## src/clock_chain_pkg.sv

```systemverilog
// package for the oscillator clock chain configuration block
// holds register indices, field positions, reset values, masks and the
// decoding functions shared by the top module and the factor decoder.
// assumes a single system clock and a plain address/strobe register port.
package clock_chain_pkg;

  // ==========================================================================
  // register port geometry
  // ==========================================================================
  localparam int ADDR_W = 2;
  localparam int DATA_W = 16;

  // register indices on the plain port
  localparam logic [1:0] IDX_CLOCK_DIVISOR_CONTROL = 2'h0;
  localparam logic [1:0] IDX_PLL_FEEDBACK_DIVISOR = 2'h1;
  localparam logic [1:0] IDX_CLOCK_CHAIN_STATUS = 2'h2;
  localparam logic [1:0] IDX_PLL_MULTIPLIER = 2'h3;

  // ==========================================================================
  // clock_divisor_control fields
  // ==========================================================================
  localparam int POS_RECOVER_ON_INTERRUPT = 15;
  localparam int POS_CPU_REDUCTION_LSB = 12;
  localparam int POS_REDUCTION_ENABLE = 11;
  localparam int POS_FAST_RC_POSTSCALE_LSB = 8;
  localparam int POS_PLL_OUTPUT_DIVIDER_LSB = 6;
  localparam int POS_PLL_INPUT_PRESCALER_LSB = 0;

  // bit 5 is unimplemented and reads zero
  localparam logic [15:0] CLOCK_DIVISOR_CONTROL_MASK = 16'hFFDF;
  localparam logic [15:0] CLOCK_DIVISOR_CONTROL_RESET = 16'h3040;

  // ==========================================================================
  // pll_feedback_divisor fields
  // ==========================================================================
  localparam int POS_PLL_FEEDBACK_LSB = 0;
  localparam logic [15:0] PLL_FEEDBACK_DIVISOR_MASK = 16'h01FF;
  localparam logic [15:0] PLL_FEEDBACK_DIVISOR_RESET = 16'h0030;

  // ==========================================================================
  // field codes and offsets of the divider arithmetic
  // ==========================================================================
  localparam logic [2:0] FAST_RC_CODE_DIV256 = 3'h7;
  localparam logic [8:0] FAST_RC_DIV256 = 9'h100;
  localparam logic [1:0] PLL_POST_CODE_DIV2 = 2'h0;
  localparam logic [1:0] PLL_POST_CODE_DIV4 = 2'h1;
  localparam logic [1:0] PLL_POST_CODE_RESERVED = 2'h2;
  localparam logic [1:0] PLL_POST_CODE_DIV8 = 2'h3;
  localparam logic [3:0] PLL_POST_DIV2 = 4'h2;
  localparam logic [3:0] PLL_POST_DIV4 = 4'h4;
  localparam logic [3:0] PLL_POST_DIV8 = 4'h8;
  localparam logic [5:0] PLL_PRESCALE_OFFSET = 6'h02;
  localparam logic [9:0] PLL_FEEDBACK_OFFSET = 10'h002;

  // divide ratio 2^code, used by both the reduction and postscale paths
  function automatic logic [8:0] pow2_ratio(input logic [2:0] code);
    pow2_ratio = 9'h001 << code;
  endfunction

  // output divider decode; reserved code gives zero
  function automatic logic [3:0] post_ratio(input logic [1:0] code);
    case (code)
      PLL_POST_CODE_DIV2: post_ratio = PLL_POST_DIV2;
      PLL_POST_CODE_DIV4: post_ratio = PLL_POST_DIV4;
      PLL_POST_CODE_DIV8: post_ratio = PLL_POST_DIV8;
      default: post_ratio = 4'h0;
    endcase
  endfunction

endpackage

```

## src/strobe_divider.sv

```systemverilog
// strobe divider: one-cycle tick every div_ratio clocks
// assumes div_ratio is steady or changes rarely; a ratio of 0 or 1 ticks
// every cycle. a count left above a new, smaller ratio wraps at once.
`timescale 1ns/1ps
module strobe_divider #(
  parameter int W = 9
) (
  input wire logic clk,
  input wire logic rst_n,
  input wire logic run,
  input wire logic [W-1:0] div_ratio,
  output logic tick
);

  logic [W-1:0] count;
  logic [W:0] count_plus;
  logic wrap;

  // wrap when the next count would reach the ratio
  assign count_plus = {1'b0, count} + {{W{1'b0}}, 1'b1};
  assign wrap = count_plus >= {1'b0, div_ratio};

  // counter and registered tick; halted divider restarts from zero
  always_ff @(posedge clk) begin
    if (!rst_n || !run) begin
      count <= '0;
      tick <= 1'b0;
    end else if (wrap) begin
      count <= '0;
      tick <= 1'b1;
    end else begin
      count <= count_plus[W-1:0];
      tick <= 1'b0;
    end
  end

endmodule

```

## src/clock_factor_decoder.sv

```systemverilog
// clock factor decoder: turns the register fields into divide ratios
// purely combinational; the top module registers every result.
`timescale 1ns/1ps
module clock_factor_decoder
  import clock_chain_pkg::*;
(
  input wire logic [2:0] cpu_code,
  input wire logic reduction_on,
  input wire logic [2:0] frc_code,
  input wire logic [1:0] post_code,
  input wire logic [4:0] pre_code,
  input wire logic [8:0] feedback_code,
  output logic [8:0] cpu_ratio,
  output logic [8:0] frc_ratio,
  output logic [5:0] input_divide_factor,
  output logic [3:0] output_divide_factor,
  output logic post_reserved,
  output logic [9:0] pll_multiplier
);

  // reduction ratio applies only while enabled, else 1:1
  assign cpu_ratio = reduction_on ? pow2_ratio(cpu_code) : 9'h001;

  // postscaler: code 7 jumps to 256 rather than 128
  assign frc_ratio = (frc_code == FAST_RC_CODE_DIV256) ? FAST_RC_DIV256 : pow2_ratio(frc_code);

  // pll output divider with the reserved code flagged
  assign output_divide_factor = post_ratio(post_code);
  assign post_reserved = post_code == PLL_POST_CODE_RESERVED;

  // prescaler and feedback add two to the field value
  assign input_divide_factor = {1'b0, pre_code} + PLL_PRESCALE_OFFSET;
  assign pll_multiplier = {1'b0, feedback_code} + PLL_FEEDBACK_OFFSET;

endmodule

```

## src/clock_divider_pll_config.sv

```systemverilog
// clock divider and pll configuration block, top level
// holds the clock divisor control and pll feedback divisor registers,
// recovers from clock reduction on interrupt, and derives clock enables
// and divide factors for the oscillator chain.
// assumes a single system clock, a same-clock interrupt event from the
// interrupt controller, and a master that keeps to one-cycle strobes.
//
// Design decisions made here: the register addresses and strobed register access.
`timescale 1ns/1ps
module clock_divider_pll_config
  import clock_chain_pkg::*;
(
  input wire logic clk,
  input wire logic rst_n,
  input wire logic [ADDR_W-1:0] addr,
  input wire logic [DATA_W-1:0] wr_data,
  input wire logic wr_en,
  input wire logic rd_en,
  output logic [DATA_W-1:0] rd_data,
  input wire logic interrupt_event,
  output logic cpu_clk_en,
  output logic frc_clk_en,
  output logic pll_ref_en,
  output logic pll_out_en,
  output logic reduction_active,
  output logic [8:0] cpu_ratio,
  output logic [8:0] frc_ratio,
  output logic [5:0] input_divide_factor,
  output logic [3:0] output_divide_factor,
  output logic [9:0] pll_multiplier,
  output logic pll_post_reserved
);

  // ==========================================================================
  // register storage
  // ==========================================================================
  logic [DATA_W-1:0] clock_divisor_control;
  logic [DATA_W-1:0] pll_feedback_divisor;
  logic [DATA_W-1:0] next_clock_divisor_control;
  logic [DATA_W-1:0] next_pll_feedback_divisor;

  // ==========================================================================
  // address decode
  // ==========================================================================
  logic hit_control;
  logic hit_feedback;
  logic hit_status;
  logic hit_multiplier;
  logic wr_control;
  logic wr_feedback;

  // all four indices are mapped, so every read returns a defined word;
  // status and multiplier have no write decode, so writes there fall away
  assign hit_control = addr == IDX_CLOCK_DIVISOR_CONTROL;
  assign hit_feedback = addr == IDX_PLL_FEEDBACK_DIVISOR;
  assign hit_status = addr == IDX_CLOCK_CHAIN_STATUS;
  assign hit_multiplier = addr == IDX_PLL_MULTIPLIER;
  assign wr_control = wr_en && hit_control;
  assign wr_feedback = wr_en && hit_feedback;

  // ==========================================================================
  // field views of the stored registers
  // ==========================================================================
  logic recover_on_interrupt;
  logic [2:0] cpu_clock_reduction_sel;
  logic clock_reduction_enable;
  logic [2:0] fast_rc_postscale_sel;
  logic [1:0] pll_output_divider;
  logic [4:0] pll_input_prescaler;
  logic [8:0] pll_feedback_value;

  assign recover_on_interrupt = clock_divisor_control[POS_RECOVER_ON_INTERRUPT];
  assign cpu_clock_reduction_sel = clock_divisor_control[POS_CPU_REDUCTION_LSB +: 3];
  assign clock_reduction_enable = clock_divisor_control[POS_REDUCTION_ENABLE];
  assign fast_rc_postscale_sel = clock_divisor_control[POS_FAST_RC_POSTSCALE_LSB +: 3];
  assign pll_output_divider = clock_divisor_control[POS_PLL_OUTPUT_DIVIDER_LSB +: 2];
  assign pll_input_prescaler = clock_divisor_control[POS_PLL_INPUT_PRESCALER_LSB +: 5];
  assign pll_feedback_value = pll_feedback_divisor[POS_PLL_FEEDBACK_LSB +: 9];

  // ==========================================================================
  // recovery on interrupt
  // ==========================================================================
  logic recover_now;
  logic [DATA_W-1:0] written_control;
  logic [DATA_W-1:0] recover_clear;

  // the recovery uses the stored enable of recovery; a write that sets the
  // bit in the same cycle as an interrupt arms it only for later interrupts
  assign recover_now = recover_on_interrupt && interrupt_event;

  // inverted one-hot mask that knocks out the reduction enable; only bit 11 is
  // touched, so the reduction code itself survives for the next enable
  assign recover_clear = ~(16'h0001 << POS_REDUCTION_ENABLE);

  // software write with unimplemented bit 5 forced to zero
  assign written_control = wr_control ? (wr_data & CLOCK_DIVISOR_CONTROL_MASK) : clock_divisor_control;

  // hardware recovery wins over a write in the same cycle, so an interrupt
  // that races a write setting the enable is never lost
  assign next_clock_divisor_control = recover_now ? (written_control & recover_clear) : written_control;

  // ==========================================================================
  // feedback divisor update
  // ==========================================================================
  // upper seven bits are stored as zero, so they can never read back set;
  // the mask is applied on the way in rather than on the read path
  assign next_pll_feedback_divisor = wr_feedback ? (wr_data & PLL_FEEDBACK_DIVISOR_MASK)
                                                 : pll_feedback_divisor;

  // ==========================================================================
  // register process
  // ==========================================================================
  // both registers take their power-on defaults on reset
  always_ff @(posedge clk) begin
    if (!rst_n) begin
      clock_divisor_control <= CLOCK_DIVISOR_CONTROL_RESET;
      pll_feedback_divisor <= PLL_FEEDBACK_DIVISOR_RESET;
    end else begin
      clock_divisor_control <= next_clock_divisor_control;
      pll_feedback_divisor <= next_pll_feedback_divisor;
    end
  end

  // ==========================================================================
  // factor decode
  // ==========================================================================
  logic [8:0] dec_cpu_ratio;
  logic [8:0] dec_frc_ratio;
  logic [5:0] dec_input_factor;
  logic [3:0] dec_output_factor;
  logic dec_post_reserved;
  logic [9:0] dec_multiplier;

  // decoding is shared by the status readback and the dividers
  clock_factor_decoder u_decoder (
    .cpu_code(cpu_clock_reduction_sel),
    .reduction_on(clock_reduction_enable),
    .frc_code(fast_rc_postscale_sel),
    .post_code(pll_output_divider),
    .pre_code(pll_input_prescaler),
    .feedback_code(pll_feedback_value),
    .cpu_ratio(dec_cpu_ratio),
    .frc_ratio(dec_frc_ratio),
    .input_divide_factor(dec_input_factor),
    .output_divide_factor(dec_output_factor),
    .post_reserved(dec_post_reserved),
    .pll_multiplier(dec_multiplier)
  );

  // ==========================================================================
  // output values at reset, derived from the register defaults
  // ==========================================================================
  // deriving them keeps the outputs and the stored defaults from drifting
  // apart if a default is changed; the fast rc shift assumes a default
  // postscale code below 7, which the power-on word keeps
  localparam logic [5:0] INPUT_FACTOR_AT_RESET =
    {1'b0, CLOCK_DIVISOR_CONTROL_RESET[POS_PLL_INPUT_PRESCALER_LSB +: 5]} + PLL_PRESCALE_OFFSET;
  localparam logic [9:0] MULTIPLIER_AT_RESET =
    {1'b0, PLL_FEEDBACK_DIVISOR_RESET[POS_PLL_FEEDBACK_LSB +: 9]} + PLL_FEEDBACK_OFFSET;
  localparam logic [8:0] FRC_RATIO_AT_RESET = 9'h001 << CLOCK_DIVISOR_CONTROL_RESET[POS_FAST_RC_POSTSCALE_LSB +: 3];
  localparam logic POST_RESERVED_AT_RESET =
    CLOCK_DIVISOR_CONTROL_RESET[POS_PLL_OUTPUT_DIVIDER_LSB +: 2] == PLL_POST_CODE_RESERVED;
  localparam logic REDUCTION_AT_RESET = CLOCK_DIVISOR_CONTROL_RESET[POS_REDUCTION_ENABLE];

  // ==========================================================================
  // registered factor outputs
  // ==========================================================================
  // factors follow the registers with one cycle of delay so every output
  // leaves a flip-flop; the values match the defaults right after reset
  always_ff @(posedge clk) begin
    if (!rst_n) begin
      cpu_ratio <= 9'h001; // enable resets clear, so 1:1
      frc_ratio <= FRC_RATIO_AT_RESET;
      input_divide_factor <= INPUT_FACTOR_AT_RESET;
      output_divide_factor <= PLL_POST_DIV4; // default output code 01
      pll_multiplier <= MULTIPLIER_AT_RESET;
      pll_post_reserved <= POST_RESERVED_AT_RESET;
      reduction_active <= REDUCTION_AT_RESET;
    end else begin
      cpu_ratio <= dec_cpu_ratio;
      frc_ratio <= dec_frc_ratio;
      input_divide_factor <= dec_input_factor;
      output_divide_factor <= dec_output_factor;
      pll_multiplier <= dec_multiplier;
      pll_post_reserved <= dec_post_reserved;
      reduction_active <= clock_reduction_enable;
    end
  end

  // ==========================================================================
  // clock enable dividers
  // ==========================================================================
  logic cpu_tick;
  logic frc_tick;
  logic ref_tick;
  logic out_tick;
  logic post_run;

  // the dividers take the decoded ratio straight from the decoder, so a new
  // ratio reaches the counters one cycle before the ratio outputs show it;
  // a count left above a smaller ratio wraps at once, giving one short period
  // processor clock enable relative to the peripheral clock
  strobe_divider #(
    .W(9)
  ) u_cpu_div (
    .clk(clk),
    .rst_n(rst_n),
    .run(1'b1),
    .div_ratio(dec_cpu_ratio),
    .tick(cpu_tick)
  );

  // fast rc postscaler clock enable
  strobe_divider #(
    .W(9)
  ) u_frc_div (
    .clk(clk),
    .rst_n(rst_n),
    .run(1'b1),
    .div_ratio(dec_frc_ratio),
    .tick(frc_tick)
  );

  // pll reference after the input prescaler
  strobe_divider #(
    .W(6)
  ) u_pre_div (
    .clk(clk),
    .rst_n(rst_n),
    .run(1'b1),
    .div_ratio(dec_input_factor),
    .tick(ref_tick)
  );

  // the reserved output code has no defined ratio, so the output enable is
  // held off rather than guessing a divide value
  assign post_run = !dec_post_reserved;

  strobe_divider #(
    .W(4)
  ) u_post_div (
    .clk(clk),
    .rst_n(rst_n),
    .run(post_run),
    .div_ratio(dec_output_factor),
    .tick(out_tick)
  );

  // enables leave flip-flops, one cycle behind the divider ticks; the extra
  // stage keeps every top-level output on a flip-flop at a cost of latency
  always_ff @(posedge clk) begin
    if (!rst_n) begin
      cpu_clk_en <= 1'b0;
      frc_clk_en <= 1'b0;
      pll_ref_en <= 1'b0;
      pll_out_en <= 1'b0;
    end else begin
      cpu_clk_en <= cpu_tick;
      frc_clk_en <= frc_tick;
      pll_ref_en <= ref_tick;
      pll_out_en <= out_tick;
    end
  end

  // ==========================================================================
  // read path
  // ==========================================================================
  logic [DATA_W-1:0] status_word;
  logic [DATA_W-1:0] multiplier_word;
  logic [DATA_W-1:0] read_mux;

  // status: bit 4 reserved post code, bit 3 reduction live, bits 2:0 the
  // reduction code in force (zero while reduction is off)
  assign status_word = {11'h000, dec_post_reserved, clock_reduction_enable,
                        clock_reduction_enable ? cpu_clock_reduction_sel : 3'h0};
  assign multiplier_word = {6'h00, dec_multiplier};

  // stored registers read back as held, with unimplemented bits zero
  assign read_mux = hit_control    ? clock_divisor_control :
                    hit_feedback   ? pll_feedback_divisor :
                    hit_status     ? status_word :
                    hit_multiplier ? multiplier_word : 16'h0000;

  // read data stand for exactly the cycle after the strobe, zero otherwise
  always_ff @(posedge clk) begin
    if (!rst_n) begin
      rd_data <= 16'h0000;
    end else if (rd_en) begin
      rd_data <= read_mux;
    end else begin
      rd_data <= 16'h0000;
    end
  end

endmodule

```

## config.mk

```make
export PLATFORM = sky130hd
export DESIGN_NAME = clock_divider_pll_config
export DESIGN_NICKNAME = d
export VERILOG_FILES = /design/src/clock_chain_pkg.sv /design/src/strobe_divider.sv /design/src/clock_factor_decoder.sv /design/src/clock_divider_pll_config.sv
export SDC_FILE = /design/constraint.sdc
export NUM_CORES = 1
export LEC_CHECK = 0
export BUFFER_PORTS_ARGS = -buffer_cell sky130_fd_sc_hd__buf_4
export CAP_MARGIN = 15
export CORE_AREA = 2 2 71 123
export DETAILED_ROUTE_END_ITERATION = 8
export DIE_AREA = 0 0 73 125
export PLACE_DENSITY = 0.83
export SETUP_SLACK_MARGIN = 0.02
export SLEW_MARGIN = 15
export SYNTH_ARGS = -nofsm -noshare
export SYNTH_HDL_FRONTEND = slang
export SYNTH_SLANG_ARGS = --single-unit
```

## constraint.sdc

```tcl
create_clock -name clk -period 6.85 [get_ports clk]
set_clock_uncertainty 0.2 [all_clocks]
set_input_delay 0.3425 -clock clk [delete_from_list [all_inputs] [get_ports clk]]
set_output_delay 0.3425 -clock clk [all_outputs]
set_load 0.01 [all_outputs]
```

==> qor.csv <==
stage,metric,value,unit
critical_path,cp_slowest_stage_delay,440,ps
critical_path,critPathRequiredTime,6900,ps
critical_path,worstPathCellList,"ha_1, and3_2, nand3_1, xnor2_1, ha_1, and3_1, o211ai_1, a32oi_4, nor4_1",
yosys,ys_seq_area_frac,0.4760,
critical_path,cp_common_cell,ha_1,
clock_tree,cts.sinks,113,
clock_tree,cts_tree,yes,
sta,fin_crit_sh,0.4057,
power_and_ir_drop,sequentialPowerShare,0.386,
final_layout,area_growth,30.52,%
yosys,yosysTopAreaCell,dfxtp_1,
routing,dr_total_vias,3989,
job,cap_violations,0,
sta,setup_viol,0,
yosys,synth_common_cells,"dfxtp_1, nand2_1, nor2_1",
final_layout,fill_cells,552,
final_layout,fin_nets,675,
routing,drt-total-wl,11060,um
critical_path,start_kind,flop,
power_and_ir_drop,p_sw_frac,0.2181,
floorplan,die_width,73,um
global_routing,track_usage,0.2552,
routing,route.detailed.drc,0,
yosys,synth_most_common_cell,dfxtp_1,
global_routing,antenna_found_initial,0,
clock_tree,htree_levels,4,
global_routing,first_global_vias,3873,
sta,fmax,359.9,MHz
placement,dp_hpwl,7635,um
power_and_ir_drop,internal_power,1.451,mW
critical_path,slowest_stage,dfxtp_1,
floorplan,start_util,0.5793,
clock_tree,post_cts_resized,0,
sta,relSlewSlack,0.3191,
routing,first_pass_iters,4,
outcome,status,"finished, final reports clean",
placement,place.gp.congestion,0.8137,
yosys,syn_inst,525,
routing,drtIter0Drc,266,
yosys,ys.flop_type,dfxtp_1,
sta,rsz0062_at_grt,false,
routing,ant_nets,0,
clock_tree,clkTransAtPathRegs,50,ps
power_and_ir_drop,pwr-share-comb,0.091,
routing,wl_per_cell,15.24,um
floorplan,ios,83,
sta,hold_viol,0,
yosys,synth.area.top_cells,"dfxtp_1, ha_1, nand2_1, nor2_1, xnor2_1",
floorplan,row_count,44,
power_and_ir_drop,p_leak,2.679,nW
clock_tree,root_buffer,clkbuf_16,
placement,post-place-ws,4278,ps
final_layout,fin_area,6202,um^2
placement,placed_area,5378,um^2
critical_path,end_kind,flop,
power_and_ir_drop,power.switching,0.4047,mW
floorplan,dieArea,9125,um^2
yosys,synth.avg_cell_area,9.052,um^2
hold_path,min_path_type,input pin to flop,
yosys,synth_area,4752,um^2
final_layout,drive_gt1_frac,0.1972,
yosys,synth_edf_count,0,
power_and_ir_drop,power.density,299.2,nW/um^2
sta,final.min_clock_period,2779,ps
routing,via_per_inst,5.494,
final_layout,diodes,0,
yosys,ys_ff_latch,113,
critical_path,crit_type,flop to flop,
power_and_ir_drop,ir_drop,0.2939,mV
clock_tree,cts_buffers,17,
placement,port_buffers,79,
power_and_ir_drop,power.share.clock,0.523,
sta,tightest_slew,1014,ps
clock_tree,clock_latency,410,ps
global_routing,grt_max_degree,33,
yosys,yosysTopAreaCellShare,0.4760,
clock_tree,clock_path_buffers,2,
sta,worst_slack,4071,ps
global_routing,overflow,0,
critical_path,critical_path.max_fanout,8,
yosys,yosys_warnings,0,
yosys,netlist-cell-type-count,51,
critical_path,arrival,2830,ps
yosys,async_flop_share,0,
sta,slew_viol_final,0,
floorplan,die_h,125,um
sta,tns,0,ps
global_routing,grt_pass1_wl,18040,um
floorplan,core_area,8203,um^2
## state kept, by name, indices dropped and copies added, names as in the netlist
name,count
u_frc_div.tick,1
output_divide_factor,3
u_pre_div.count,6
clock_divisor_control,15
u_cpu_div.count,9
rd_data,16
u_frc_div.count,9
pll_multiplier,10
pll_ref_en,1
u_pre_div.tick,1
frc_clk_en,1
input_divide_factor,6
cpu_clk_en,1
u_post_div.count,4
reduction_active,1
u_cpu_div.tick,1
pll_feedback_divisor,9
pll_out_en,1
u_post_div.tick,1
pll_post_reserved,1
cpu_ratio,8
frc_ratio,8
## worst max-delay path: cells and delay by family, from the launching register on
family / cells / cell delay (ps)
compound gates: 2 / 420
xor+xnor: 1 / 240
fa+ha+maj: 2 / 510
flops: 1 / 440
simple gates: 4 / 830
## power groups by stage
stage	sequential (mW)	clock, mW	combinational (mW)
2_1_floorplan	0.726	0	0.104
3_3_place_gp	0.728	0	0.150
3_5_place_dp	0.729	0	0.158
4_1_cts	0.716	0.978	0.167
5_1_grt	0.721	1.01	0.187
6_report	0.717	0.970	0.168
## area by class of cell
class                   instances  area, um^2  share of cell area
multi-input cells             386        2374              0.3827
flip-flops and latches        113        2262              0.3647
repair buffers                 96       760.7              0.1227
clock buffers                  23       488.0             0.07868
clock inverters                 9       176.4             0.02844
well taps                      92       115.1             0.01856
inverters                       7       26.28            0.004236
## logic make-up (layout without fill, tap and decap cells)
| group | Yosys count | count (layout) | synth area share |
|---|---|---|---|
| buffers and inverters | 29 | 135 | 0.02685 |
| DFF | 113 | 113 | 0.4760 |
| AOI/OAI and AO/OA | 60 | 60 | 0.08162 |
| xor gates and xnor gates | 34 | 34 | 0.06425 |
| other | 1 | 4 | 0.0007891 |
| muxes | 3 | 3 | 0.006319 |
| adders and majority gates | 31 | 31 | 0.08162 |
| and+or+nand+nor | 254 | 254 | 0.2625 |
## per-stage QoR
stage	cells	hold WS [ps]	utilization	power [mW]
after global placement	678	224.9	0.6556	0.8781
final	726	49.64	0.7561	1.855
after floorplan	528	211.9	-	0.8300
after detailed placement	678	226.3	0.6556	0.8873
after CTS	726	31.12	0.7561	1.861
after global routing	726	41.98	0.7561	1.915
## metal layers
layer  GRT usage  share of wire  routed length (um)  vias up
met3     0.07977          0.050                 555       25
li1            -              -                   -     1949
met4      0.1144          0.026                 291        0
met5           0              0                   0        -
met1      0.2812           0.39                4327     1891
met2      0.4356           0.53                5886      124
## final timing paths
| kind | slack [ps] | depth (start not counted) | endpoint | start |
|---|---|---|---|---|
| worst max-delay path | 4070 | 9 | u_frc_div.count[0] | u_frc_div.count[0] |
| worst min-delay path | 50 | 3 | clock_divisor_control[11] | wr_data[11] |
| worst max register to register | 4070 | 9 | u_frc_div.count[0] | u_frc_div.count[0] |
| worst min register to register | 240 | 1 | frc_clk_en | u_frc_div.tick |
## what timing repair did
item                      in CTS  in global routing
hold buffers                  16                  0
hold endpoints to repair      21                  0
buffers inserted               0                  0
## placed cells by master, fill, tap and decap left out, types with 6 or more instances in the layout
cell and instances:
nor2b_1 20, and2_1 16, nor2_1 52, dfxtp_1 113
nor3_1 6, nand2_1 91, and3_1 10, clkbuf_16 17
xnor2_1 21, a21oi_1 27, buf_4 80, inv_1 6
dlygate4sd3_1 16, nand2b_1 8, ha_1 31, a211oi_1 8
nand3_1 25, xor2_1 12, o21ai_0 9
Power figures use the tool's default switching activity.
